==> config.mk <==
export PLATFORM = sky130hd
export DESIGN_NAME = pmnp_top
export DESIGN_NICKNAME = d
export VERILOG_FILES = /design/src/design/pmnp_pkg.sv /design/src/design/pmnp_next_page.sv /design/src/design/pmnp_top.sv
export VERILOG_INCLUDE_DIRS = /design/src /design/src/design
export SDC_FILE = /design/constraint.sdc
export NUM_CORES = 1
export LEC_CHECK = 0
export BUFFER_PORTS_ARGS = -buffer_cell sky130_fd_sc_hd__buf_2
export CAP_MARGIN = 20
export CORE_MARGIN = 4
export CORE_UTILIZATION = 51
export DETAILED_ROUTE_END_ITERATION = 8
export PLACE_DENSITY = 0.83
export SLEW_MARGIN = 20
export SYNTH_ARGS = -nofsm -noshare
export SYNTH_HDL_FRONTEND = slang
export SYNTH_SLANG_ARGS = --single-unit
==> constraint.sdc <==
create_clock -name core_clk -period 2.45 [get_ports core_clk]
set_input_delay 0.245 -clock core_clk [delete_from_list [all_inputs] [get_ports core_clk]]
set_output_delay 0.245 -clock core_clk [all_outputs]
set_load 0.03 [all_outputs]
==> src/design/pmnp_regs.svh <==
`ifndef PMNP_REGS_SVH
`define PMNP_REGS_SVH

// Register byte offsets
`define PMNP_OFS_MEDIA_MODE 12'h00d8
`define PMNP_OFS_NP_TX 12'h00dc

// Media and host bus mode register fields
`define PMNP_BIT_P2_COPPER 7
`define PMNP_BIT_P1_COPPER 6
`define PMNP_RO_HI_RST 8'h00
`define PMNP_RO_54_RST 2'h3
`define PMNP_RW_32_RST 2'h3
`define PMNP_COPPER_RST 1'h1

// Next page transmit register fields
`define PMNP_BIT_MORE_PAGES 15
`define PMNP_BIT_NP_RSVD 14
`define PMNP_BIT_MSG_PAGE 13
`define PMNP_BIT_COMPLY 12
`define PMNP_BIT_TOGGLE 11
`define PMNP_MSG_PAGE_RST 1'h1
`define PMNP_CODE_RST 11'h001

`endif

==> src/design/pmnp_pkg.sv <==
package pmnp_pkg;
  `include "pmnp_regs.svh"

  typedef enum logic [1:0] {
    PMNP_BUS_RSVD0 = 2'h0,
    PMNP_BUS_RSVD1 = 2'h1,
    PMNP_BUS_SPI = 2'h2,
    PMNP_BUS_MDIO = 2'h3
  } pmnp_bus_mode_t;

  typedef enum {
    PMNP_STRAP_SYNC1,
    PMNP_STRAP_SYNC2,
    PMNP_STRAP_CAPTURE,
    PMNP_STRAP_DONE
  } pmnp_strap_state_t;

  typedef logic [15:0] pmnp_word_t;
  typedef logic [10:0] pmnp_code_t;
endpackage

==> src/design/pmnp_next_page.sv <==
`timescale 1ns/1ps
`default_nettype none
`include "pmnp_regs.svh"

module pmnp_next_page
(
  input wire logic core_clk,
  input wire logic resetn,
  input wire logic base_page_sent,
  input wire logic base_toggle_bit,
  input wire logic np_load,
  input wire logic np_more_pages,
  input wire logic np_message_page,
  input wire logic np_comply,
  input wire pmnp_pkg::pmnp_code_t np_code,
  input wire logic np_exchanged,
  output pmnp_pkg::pmnp_word_t np_word
);
  import pmnp_pkg::*;

  logic more_reg, more_next;
  logic msg_reg, msg_next;
  logic comply_reg, comply_next;
  logic toggle_reg, toggle_next;
  pmnp_code_t code_reg, code_next;

  always_comb
  begin
    more_next = more_reg;
    msg_next = msg_reg;
    comply_next = comply_reg;
    code_next = code_reg;
    toggle_next = toggle_reg;
    if (np_load)
    begin
      more_next = np_more_pages;
      msg_next = np_message_page;
      comply_next = np_comply;
      code_next = np_code;
    end
    if (base_page_sent)
      toggle_next = ~base_toggle_bit;
    else if (np_exchanged)
      toggle_next = ~toggle_reg;
  end

  always_ff @(posedge core_clk or negedge resetn)
  begin
    if (!resetn)
    begin
      more_reg <= 1'b0;
      msg_reg <= `PMNP_MSG_PAGE_RST;
      comply_reg <= 1'b0;
      toggle_reg <= 1'b0;
      code_reg <= `PMNP_CODE_RST;
    end
    else
    begin
      more_reg <= more_next;
      msg_reg <= msg_next;
      comply_reg <= comply_next;
      toggle_reg <= toggle_next;
      code_reg <= code_next;
    end
  end

  // Bit 14 reserved, reads zero
  assign np_word = {more_reg, 1'b0, msg_reg, comply_reg, toggle_reg, code_reg};

  AST_TOGGLE_BASE: assert property (@(posedge core_clk) disable iff (!resetn)
    base_page_sent |=> np_word[`PMNP_BIT_TOGGLE] == !$past(base_toggle_bit))
    else $error("toggle not inverse of base codeword bit");

  AST_TOGGLE_FLIP: assert property (@(posedge core_clk) disable iff (!resetn)
    (np_exchanged && !base_page_sent) |=> $changed(np_word[`PMNP_BIT_TOGGLE]))
    else $error("toggle did not flip after exchange");

  AST_TOGGLE_HOLD: assert property (@(posedge core_clk) disable iff (!resetn)
    (!np_exchanged && !base_page_sent) |=> $stable(np_word[`PMNP_BIT_TOGGLE]))
    else $error("toggle changed without exchange");

  AST_FIELDS_LOAD: assert property (@(posedge core_clk) disable iff (!resetn)
    np_load |=> np_word[`PMNP_BIT_MORE_PAGES] == $past(np_more_pages)
      && np_word[`PMNP_BIT_MSG_PAGE] == $past(np_message_page)
      && np_word[`PMNP_BIT_COMPLY] == $past(np_comply)
      && np_word[10:0] == $past(np_code))
    else $error("next page fields not loaded");
endmodule
`default_nettype wire

==> src/design/pmnp_top.sv <==
// Functional notes
// - At reset the bus mode field loads the strap levels on receive pins.
// - Bit 7 picks port 2 media: 1 copper (default), 0 fiber bypassing coding.
// - Bit 6 picks port 1 media: 1 copper (default), 0 fiber bypassing coding.
// - Bus mode 10 is SPI slave, 11 is MDIO access; 00 and 01 reserved.
// - Next page bit 15 shows that further next pages follow.
// - Next page bit 13 marks message page, resets to one.
// - Next page bit 12 shows ability to comply with received message.
// - Toggle bit inverts the previous exchanged codeword toggle, except when a base page is sent in the same cycle.
// - First next page toggle is inverse of base codeword bit 11.
// - Bits 10:0 hold the code field, reset 0x001; register read-only.
`timescale 1ns/1ps
`default_nettype none
`include "pmnp_regs.svh"

module pmnp_top
(
  input wire logic core_clk,
  input wire logic resetn,
  input wire logic [1:0] strap_rxd,
  input wire logic reg_wr,
  input wire logic reg_rd,
  input wire logic [11:0] reg_addr,
  input wire pmnp_pkg::pmnp_word_t reg_wdata,
  output pmnp_pkg::pmnp_word_t reg_rdata,
  output logic reg_rvalid,
  input wire logic base_page_sent,
  input wire logic base_toggle_bit,
  input wire logic np_load,
  input wire logic np_more_pages,
  input wire logic np_message_page,
  input wire logic np_comply,
  input wire pmnp_pkg::pmnp_code_t np_code,
  input wire logic np_exchanged,
  output logic port1_fiber,
  output logic port2_fiber,
  output logic host_spi_sel,
  output logic host_mdio_sel,
  output logic host_mode_invalid
);
  import pmnp_pkg::*;

  ////////////////////////////////////////////////////////////////////////////
  // Strap synchroniser and capture

  logic [1:0] strap_s1_reg, strap_s2_reg;
  pmnp_strap_state_t strap_st_reg, strap_st_next;

  always_comb
  begin
    strap_st_next = strap_st_reg;
    case (strap_st_reg)
      PMNP_STRAP_SYNC1: strap_st_next = PMNP_STRAP_SYNC2;
      PMNP_STRAP_SYNC2: strap_st_next = PMNP_STRAP_CAPTURE;
      // Second stage holds the pin level only from here on
      PMNP_STRAP_CAPTURE: strap_st_next = PMNP_STRAP_DONE;
      default: strap_st_next = PMNP_STRAP_DONE;
    endcase
  end

  always_ff @(posedge core_clk or negedge resetn)
  begin
    if (!resetn)
    begin
      strap_s1_reg <= 2'h0;
      strap_s2_reg <= 2'h0;
      strap_st_reg <= PMNP_STRAP_SYNC1;
    end
    else
    begin
      strap_s1_reg <= strap_rxd;
      strap_s2_reg <= strap_s1_reg;
      strap_st_reg <= strap_st_next;
    end
  end

  ////////////////////////////////////////////////////////////////////////////
  // Media and host bus mode register

  logic p2_copper_reg, p2_copper_next;
  logic p1_copper_reg, p1_copper_next;
  logic [1:0] rw32_reg, rw32_next;
  logic [1:0] bus_mode_reg, bus_mode_next;
  logic wr_media, rd_media, rd_np;
  pmnp_word_t media_word, np_word;

  function automatic logic hit(input logic [11:0] a, input logic [11:0] ofs);
    hit = (a == ofs);
  endfunction

  always_comb
  begin
    wr_media = 1'b0;
    rd_media = 1'b0;
    rd_np = 1'b0;
    if (hit(reg_addr, `PMNP_OFS_MEDIA_MODE))
    begin
      wr_media = reg_wr;
      rd_media = reg_rd;
    end
    else if (hit(reg_addr, `PMNP_OFS_NP_TX))
      rd_np = reg_rd;
  end

  always_comb
  begin
    p2_copper_next = p2_copper_reg;
    p1_copper_next = p1_copper_reg;
    rw32_next = rw32_reg;
    bus_mode_next = bus_mode_reg;
    if (strap_st_reg == PMNP_STRAP_CAPTURE)
      bus_mode_next = strap_s2_reg;
    else if (wr_media)
    begin
      p2_copper_next = reg_wdata[`PMNP_BIT_P2_COPPER];
      p1_copper_next = reg_wdata[`PMNP_BIT_P1_COPPER];
      rw32_next = reg_wdata[3:2];
      bus_mode_next = reg_wdata[1:0];
    end
  end

  always_ff @(posedge core_clk or negedge resetn)
  begin
    if (!resetn)
    begin
      p2_copper_reg <= `PMNP_COPPER_RST;
      p1_copper_reg <= `PMNP_COPPER_RST;
      rw32_reg <= `PMNP_RW_32_RST;
      bus_mode_reg <= 2'h0;
    end
    else
    begin
      p2_copper_reg <= p2_copper_next;
      p1_copper_reg <= p1_copper_next;
      rw32_reg <= rw32_next;
      bus_mode_reg <= bus_mode_next;
    end
  end

  // Reserved fields 15:8 and 5:4 are constants, writes cannot reach them
  assign media_word = {`PMNP_RO_HI_RST, p2_copper_reg, p1_copper_reg,
    `PMNP_RO_54_RST, rw32_reg, bus_mode_reg};

  ////////////////////////////////////////////////////////////////////////////
  // Next page transmit codeword

  pmnp_next_page u_next_page
  (
    .core_clk(core_clk),
    .resetn(resetn),
    .base_page_sent(base_page_sent),
    .base_toggle_bit(base_toggle_bit),
    .np_load(np_load),
    .np_more_pages(np_more_pages),
    .np_message_page(np_message_page),
    .np_comply(np_comply),
    .np_code(np_code),
    .np_exchanged(np_exchanged),
    .np_word(np_word)
  );

  ////////////////////////////////////////////////////////////////////////////
  // Read data and decoded outputs

  pmnp_word_t rdata_reg, rdata_next;
  logic rvalid_reg, rvalid_next;
  logic p1_fiber_reg, p2_fiber_reg, spi_reg, mdio_reg, inval_reg;

  always_comb
  begin
    rvalid_next = reg_rd;
    rdata_next = 16'h0000;
    if (rd_media)
      rdata_next = media_word;
    else if (rd_np)
      rdata_next = np_word;
  end

  always_ff @(posedge core_clk or negedge resetn)
  begin
    if (!resetn)
    begin
      rdata_reg <= 16'h0000;
      rvalid_reg <= 1'b0;
      p1_fiber_reg <= 1'b0;
      p2_fiber_reg <= 1'b0;
      spi_reg <= 1'b0;
      mdio_reg <= 1'b0;
      inval_reg <= 1'b0;
    end
    else
    begin
      rdata_reg <= rdata_next;
      rvalid_reg <= rvalid_next;
      p1_fiber_reg <= !p1_copper_next;
      p2_fiber_reg <= !p2_copper_next;
      spi_reg <= (bus_mode_next == PMNP_BUS_SPI);
      mdio_reg <= (bus_mode_next == PMNP_BUS_MDIO);
      inval_reg <= !bus_mode_next[1] && (strap_st_next == PMNP_STRAP_DONE);
    end
  end

  assign reg_rdata = rdata_reg;
  assign reg_rvalid = rvalid_reg;
  assign port1_fiber = p1_fiber_reg;
  assign port2_fiber = p2_fiber_reg;
  assign host_spi_sel = spi_reg;
  assign host_mdio_sel = mdio_reg;
  assign host_mode_invalid = inval_reg;

  ////////////////////////////////////////////////////////////////////////////
  // Checks

  AST_STRAP_LOAD: assert property (@(posedge core_clk) disable iff (!resetn)
    (strap_st_reg == PMNP_STRAP_CAPTURE) |=> bus_mode_reg == $past(strap_s2_reg))
    else $error("strap level not captured into bus mode");

  AST_P2_MEDIA: assert property (@(posedge core_clk) disable iff (!resetn)
    (wr_media && strap_st_reg == PMNP_STRAP_DONE)
      |=> port2_fiber == !$past(reg_wdata[`PMNP_BIT_P2_COPPER]))
    else $error("port 2 media select wrong");

  AST_P1_MEDIA: assert property (@(posedge core_clk) disable iff (!resetn)
    (wr_media && strap_st_reg == PMNP_STRAP_DONE)
      |=> port1_fiber == !$past(reg_wdata[`PMNP_BIT_P1_COPPER]))
    else $error("port 1 media select wrong");

  AST_BUS_DECODE: assert property (@(posedge core_clk) disable iff (!resetn)
    ##1 (host_spi_sel == (bus_mode_reg == PMNP_BUS_SPI))
      && (host_mdio_sel == (bus_mode_reg == PMNP_BUS_MDIO)))
    else $error("host bus mode decode wrong");

  AST_NP_READ: assert property (@(posedge core_clk) disable iff (!resetn)
    rd_np |=> reg_rvalid && reg_rdata == $past(np_word) && !reg_rdata[`PMNP_BIT_NP_RSVD])
    else $error("next page read data wrong");

  AST_RSVD_READ: assert property (@(posedge core_clk) disable iff (!resetn)
    rd_media |=> reg_rdata[15:8] == `PMNP_RO_HI_RST && reg_rdata[5:4] == `PMNP_RO_54_RST)
    else $error("reserved media bits not at default");

  AST_NP_NO_WRITE: assert property (@(posedge core_clk) disable iff (!resetn)
    (reg_wr && hit(reg_addr, `PMNP_OFS_NP_TX) && !np_load && !np_exchanged && !base_page_sent)
      |=> $stable(np_word))
    else $error("write changed read-only next page register");
endmodule
`default_nettype wire

* Word level (Yosys, flattened, before mapping)
Index checks and enable logic that the tools add are counted.
** Storage, ports and cells
- Bits in registers :: 79
- Input bits :: 52
- Output and inout port bits :: 22
- Logic and storage cells :: 51
** Cells by class
- Equal/unequal tests :: 7
- Mux-type cells :: 15
- Bitwise gates (word level) :: 3
- Reduce and logical (&&, ||, !) cells :: 7
** Operator list (count)
- 32-bit by 1-bit equality test with 1-bit output, second input constant :: 1
- 32-bit by 3-bit equality test with 1-bit output, second input constant :: 1
- 32-bit zero test :: 1
- 16-bit 2-to-1 mux :: 2
- 12-bit by 8-bit equality test with 1-bit output, second input constant :: 2
- 1-bit 2-to-1 mux :: 10
- 2-bit equality test, second input constant :: 3
- 2-bit 2-to-1 mux :: 2
- 2-bit case mux with 2 select lines :: 1
- 1-bit zero test :: 3
- 1-bit NOT :: 3
- 2-bit AND reduction :: 1
- 2-bit nonzero test :: 1
- 1-bit logical AND :: 1

* Longest topological paths before layout
Gate-level depths: netlist of the first run.
- Word-level depth :: 6
- Depth in mapped cells :: 7
- Mapped depth without buffers :: 4

* Cells and area by module
Synthesis of the first run repeated with hierarchy kept, for this count alone.
** Unflattened totals
- Cell total of the unflattened synthesis :: 136
- Area total of the unflattened synthesis :: 1946.9 sq um
** By module, submodules not included
- pmnp_top :: times used 1, cells each 98, area each 1340.0 sq um, sequential area each 855.8 sq um
- pmnp_next_page :: times used 1, cells each 38, area each 606.8 sq um, sequential area each 377.9 sq um

* Least setup slack after synthesis of the first run
Ideal clock, no wire load.
- Path kind :: input-to-reg
- From :: input port reg_addr[10]
- To :: register with a tool-made name
- Setup time :: 82 ps
- Arrival time :: 1417 ps
- Required time :: 2368 ps
- Setup slack :: 951 ps
- Stages :: 6
- Buffers on the path :: 2
- Cell sequence :: nor4b_4 > and4_1 > buf_6 > and2_4 > buf_8 > mux2_4
** RTL lines
- from (decl) :: RTL line pmnp_top.sv:23 : input wire logic [11:0] reg_addr,

==> results of run 1 <==
==> logic make-up (layout without fill, tap and decap cells) <==
family | Yosys count | after routing | synth area share
XOR/XNOR | 1 | 1 | 0.004661
buffers and inverters | 10 | 74 | 0.03461
flip-flops | 48 | 48 | 0.6431
multiplexers | 26 | 26 | 0.1571
AND/OR/NAND/NOR | 34 | 34 | 0.1198
AO/OA/AOI/OAI | 13 | 13 | 0.03862
other | 1 | 1 | 0.001995
==> area by class of cell <==
cell class | instances | area (um2) | share of cell area
timing repair buffer | 63 | 322.8 | 0.1393
clock inverter | 3 | 42.54 | 0.01836
inverter | 3 | 11.26 | 0.004860
multi-input combinational | 75 | 605.6 | 0.2613
tap | 46 | 57.56 | 0.02484
sequential | 48 | 1209 | 0.5216
clock buffer | 5 | 68.82 | 0.02970
==> critical path, delay by kind of cell <==
kind	cells	cell delay, ns
and+or+nand+nor	3	0.98
muxes	1	0.31
buffers and inverters	1	0.11
==> timing repair <==
| item | 4_1_cts | 5_1_grt |
|---|---|---|
| hold buffers | 0 | 1 |
| hold endpoints to repair | 0 | 42 |
| buffers inserted | 0 | 0 |
==> cells in the final DEF (no fill, tap or decap), types with 2 or more instances in the layout <==
master	netlist	routed
dfstp_2	6	6
nand2_1	3	3
dfrtp_1	42	42
mux2i_1	10	10
mux2_4	4	4
mux2_2	12	12
buf_2	1	61
nand2b_1	2	2
and2_1	7	7
clkbuf_8	0	5
nand3_1	2	2
nor2_1	9	9
o21ai_0	2	2
inv_1	3	3
a21oi_1	7	7
==> path summary, 6_finish.rpt <==
path / to / slack (ns) / cells after the start
worst max-delay path: flip-flop / 1.04 / 5
worst min-delay path: strap_s1_reg[1]$_DFF_PN0_ / 0.04 / 1
worst max register to register: flip-flop / 1.07 / 3
worst min register to register: strap_s2_reg[0]$_DFF_PN0_ / 0.36 / 0
max in group asynchronous: u_next_page.msg_reg$_DFFE_PN1P_ / 1.59 / 2
min in group asynchronous: u_next_page.code_reg[7]$_DFFE_PN0P_ / 0.47 / 2
==> metrics by stage <==
step | total power, W | setup WS, ns | std cells | cell area [um2] | util
global route | 0.001598 | 0.8825 | 243 | 2317 | 0.6732
CTS | 0.001539 | 1.039 | 242 | 2305 | 0.6696
detailed placement | 0.0009831 | 0.7202 | 234 | 2193 | 0.6372
floorplan | 0.0009171 | 0.9507 | 133 | 1879 | -
global placement | 0.0009729 | 0.7967 | 234 | 2193 | 0.6372
finish | 0.001533 | 1.036 | 243 | 2317 | 0.6732
==> power breakdown <==
group          internal, W  switching (W)  total, W
sequential        0.000828      0.0000171  0.000845
clock             0.000302       0.000263  0.000565
combinational    0.0000597      0.0000633  0.000123
total              0.00119       0.000343   0.00153
==> metal layers <==
layer  GRT usage  routed length [um]
met3     0.03890                 254
met2      0.3075                2020
met4      0.1095                 138
met1      0.1989                1374
met5           0                   0
==> impl_metrics.tcl, run 1 <==
set metrics [dict create \
    worstSetupPathType "in2reg" \
    synthTopCellsByArea "dfrtp_1 (56%), dfstp_2 (8.4%), mux2_2 (7.2%)" \
    maxSlewHeadroom 0.6188 \
    crit_chain "buf_2 -> nor4b_4 -> and4_1 -> and2_4 -> mux2_4" \
    postSynthCellCount 133 \
    io_pins 74 \
    critical_path_required_ns 2.68 \
    period_minus_slack_ns 1.414 \
    cts_resized 0 \
    rsz0062_at_grt "false" \
    yosys-top-cells-count "dfrtp_1 (42), mux2_2 (12), mux2i_1 (10)" \
    hpwl_um 2756 \
    ys_ff_latch 48 \
    die_w_um 68.71 \
    grt_overflow_total 0 \
    r2r_start "strap_st_reg[0]$_DFF_PN0_" \
    end_kind "flip-flop" \
    cp_slowest_cell "and4_1" \
    finalHoldViolations 0 \
    worstHoldStart "strap_rxd[1]" \
    tightestPinTransition_ns 0.5717 \
    fin_crit_sh 0.5773 \
    die-area_mm2 0.004720 \
    insertion_delay_ns 0.30 \
    htree_levels 2 \
    viasPerCell 5.123 \
    final.setup.tns_ns 0 \
    async_reset_ff_frac 1.000 \
    drc 0 \
    firstDrtPassIters 4 \
    setup_violations 0 \
    grt_use_total 0.1780 \
    clk_pin_slew_ns 0.09 \
    slew_viol_final 0 \
    yosysMostFrequentCell "dfrtp_1" \
    cp_slowest_stage_delay_ns 0.38 \
    max-cap-violations 0 \
    num_antenna_cells 0 \
    port_buffers 62 \
    fin_skew_ns 0.006204 \
    fill_cells 253 \
    yosys.area.top_type_share 0.5593 \
    grt_pass1_vias 1226 \
    synth_edf_count 0 \
    grt_first_pass_wirelength_um 5837 \
    antenna_found_initial 0 \
    start_util 0.5460 \
    clockRootBuffer "clkbuf_8" \
    syn-cell-area_mm2 0.001879 \
    power_leakage_nw 1.156 \
    rows 21 \
    cts.sink_count 48 \
    powerDensity_mw_per_mm2 661.5 \
    grt_max_degree 49 \
    coreArea_mm2 0.003442 \
    syn_nets 185 \
    areaGrowthSynthToFinish_pct 23.30 \
    ant_nets 0 \
    path_max_fanout 6 \
    yosysWarnings 0 \
    avgSynthCellArea_um2 14.13 \
    synth.largest_area_cell "dfrtp_1" \
    layout.nets 248 \
    synth_cell_types 36 \
    die_h_um 68.71 \
    vias 1245 \
    cts_tree "built" \
    cts_buffers 5 \
    max-vdd-ir-drop_mv 0.4171 \
    clock.fmax_mhz 707.0 \
    place.gp.congestion 0.7548 \
    crit_start "reg_addr[10]" \
    first_iter_violations 73 \
    min_path_type "in2reg" \
    drive_above_1_share 0.5025 \
    wirelength_um 3787 \
    ys.flop_type "dfrtp_1" \
    timing.hold.ws_ns 0.04042 \
    clockBufferDepth 2 \
    startpoint_type "input pin" \
    yosysSeqAreaShare 0.6431 \
    status "finished, final reports clean" \
    crit_arrival_ns 1.65 \
    wl_per_cell_um 15.58 \
    largest_reg_flops 15 \
]
Power figures use the tool's default switching activity.
==> run 2, diff against run 1 <==
--- a/config.mk
+++ b/config.mk
@@ -9,9 +9,9 @@
 export BUFFER_PORTS_ARGS = -buffer_cell sky130_fd_sc_hd__buf_2
 export CAP_MARGIN = 20
 export CORE_MARGIN = 4
-export CORE_UTILIZATION = 51
+export CORE_UTILIZATION = 43
 export DETAILED_ROUTE_END_ITERATION = 8
-export PLACE_DENSITY = 0.83
+export PLACE_DENSITY = 0.75
 export SLEW_MARGIN = 20
 export SYNTH_ARGS = -nofsm -noshare
 export SYNTH_HDL_FRONTEND = slang
==> constraint.sdc (replaced) <==
create_clock -name core_clk -period 1.25 [get_ports core_clk]
set_input_delay 0.125 -clock core_clk [delete_from_list [all_inputs] [get_ports core_clk]]
set_output_delay 0.125 -clock core_clk [all_outputs]
set_load 0.03 [all_outputs]
==> impl_metrics.tcl, run 2 (synthesis results as in run 1) <==
set metrics [dict create \
    ant_nets 0 \
    insertion_delay_ns 0.30 \
    total_power_w 0.002863 \
    path_delay_family "flip-flops" \
    grt_pass1_vias 1233 \
    fill_cells 361 \
    port_buffers 62 \
    hpwl_um 2623 \
    clk_pin_slew_ns 0.09 \
    grt_first_pass_wirelength_um 5809 \
    layout_common_cells "buf_2 (62), dfrtp_1 (42), mux2_2 (12)" \
    critical_path_required_ns 1.48 \
    finalHoldViolations 0 \
    clockRootBuffer "clkbuf_8" \
    final_common_cell "buf_2" \
    coreArea_mm2 0.004115 \
    path_max_fanout 6 \
    powerDensity_mw_per_mm2 1160 \
    setup_violations 0 \
    first_iter_violations 75 \
    worst_slack_ns 0.1069 \
    clockBufferDepth 2 \
    status "finished, final reports clean" \
    utilization 0.5996 \
    cp_slowest_cell "dfrtp_1" \
    place.gp.congestion 0.7589 \
    max-vdd-ir-drop_mv 0.5710 \
    grt_max_degree 49 \
    die_w_um 74.11 \
    largest_reg_flops 15 \
    cts_tree "built" \
    htree_levels 2 \
    rsz0062_at_grt "false" \
    wl_per_cell_um 13.68 \
    grt_use_total 0.1428 \
    worstSetupPathType "reg2reg" \
    cp_slowest_stage_delay_ns 0.45 \
    post_cts_buffers 0 \
    slew_viol_final 0 \
    startpoint_type "flip-flop" \
    wirelength_um 3611 \
    end_kind "flip-flop" \
    layout.nets 265 \
    min_path_type "in2reg" \
    rows 23 \
    drive_above_1_share 0.5234 \
    reg2reg_slack_ns 0.11 \
    power_leakage_nw 1.243 \
    fin_skew_ns 0.007367 \
    cts_buffers 5 \
    pre_cts_slack_ns -0.1578 \
    antenna_found_initial 0 \
    start_util 0.4567 \
    cts.sink_count 48 \
    num_antenna_cells 0 \
    die_h_um 74.11 \
    vias 1264 \
    fin_crit_sh 0.9145 \
    max-cap-violations 0 \
    firstDrtPassIters 6 \
    cp_num_buf_inv 0 \
    viasPerCell 4.788 \
    areaGrowthSynthToFinish_pct 31.29 \
    period_minus_slack_ns 1.143 \
    final.setup.tns_ns 0 \
    io_pins 74 \
    clock.fmax_mhz 874.8 \
    crit_chain "nand2b_4 -> and2_4 -> mux2_4" \
    die-area_mm2 0.005492 \
    drc 0 \
    crit_arrival_ns 1.38 \
    grt_overflow_total 0 \
]
run 2: power breakdown:
| group | switching, W | internal [W] | total [W] |
|---|---|---|---|
| sequential | 0.0000316 | 0.00162 | 0.00165 |
| combinational | 0.000124 | 0.000140 | 0.000264 |
| clock | 0.000495 | 0.000450 | 0.000944 |
| total | 0.000651 | 0.00221 | 0.00286 |
run 2: what timing repair did:
action / in CTS / in global routing
hold endpoints to repair: 46 / 0
hold buffers: 6 / 0
endpoints found under the setup margin: 0 / 6
gates resized for setup: 0 / 2
run 2: worst register-to-register path: stages (launching register included):
cell and delay, ns:
dfrtp_1 0.45, nand2b_4 0.12, and2_4 0.20, mux2_4 0.31
run 2: worst paths after layout:
| kind | from | to | cells after the start |
|---|---|---|---|
| min in group asynchronous | resetn | reg_rvalid$_DFF_PN0_ | 3 |
| worst min register to register | strap_s1_reg[1]$_DFF_PN0_ | strap_s2_reg[1]$_DFF_PN0_ | 0 |
| worst max register to register | strap_st_reg[1]$_DFF_PN0_ | rw32_reg[0]$_DFFE_PN1P_ | 3 |
| worst min-delay path | reg_wdata[7] | port2_fiber$_DFF_PN0_ | 2 |
| worst max-delay path | strap_st_reg[1]$_DFF_PN0_ | rw32_reg[0]$_DFFE_PN1P_ | 3 |
| max in group asynchronous | resetn | u_next_page.msg_reg$_DFFE_PN1P_ | 3 |
run 2: through the flow:
| stage | cell area [um2] | hold WS (ns) | cells |
|---|---|---|---|
| 2_1_floorplan | 1879 | -0.1706 | 133 |
| 3_3_place_gp | 2301 | 0.1263 | 250 |
| 3_5_place_dp | 2301 | 0.1271 | 250 |
| 4_1_cts | 2455 | 0.01476 | 264 |
| 5_1_grt | 2467 | 0.01778 | 264 |
| 6_report | 2467 | 0.02366 | 264 |
run 2: per-layer routing:
| metal | track usage | part of all wire | up-vias |
|---|---|---|---|
| met5 | 0 | 0 | - |
| met4 | 0.07243 | 0.022 | 0 |
| met3 | 0.04054 | 0.063 | 7 |
| met2 | 0.2264 | 0.50 | 33 |
| met1 | 0.1787 | 0.42 | 615 |
| li1 | - | - | 609 |
run 2: final cells by class:
class,instances,area [um2],share of cell area
multi-input cells,75,618.1,0.2505
well taps,50,62.56,0.02535
clock buffers,7,86.33,0.03499
repair buffers,80,473.0,0.1917
inverters,3,11.26,0.004564
flip-flops and latches,48,1209,0.4899
clock inverters,1,7.507,0.003043
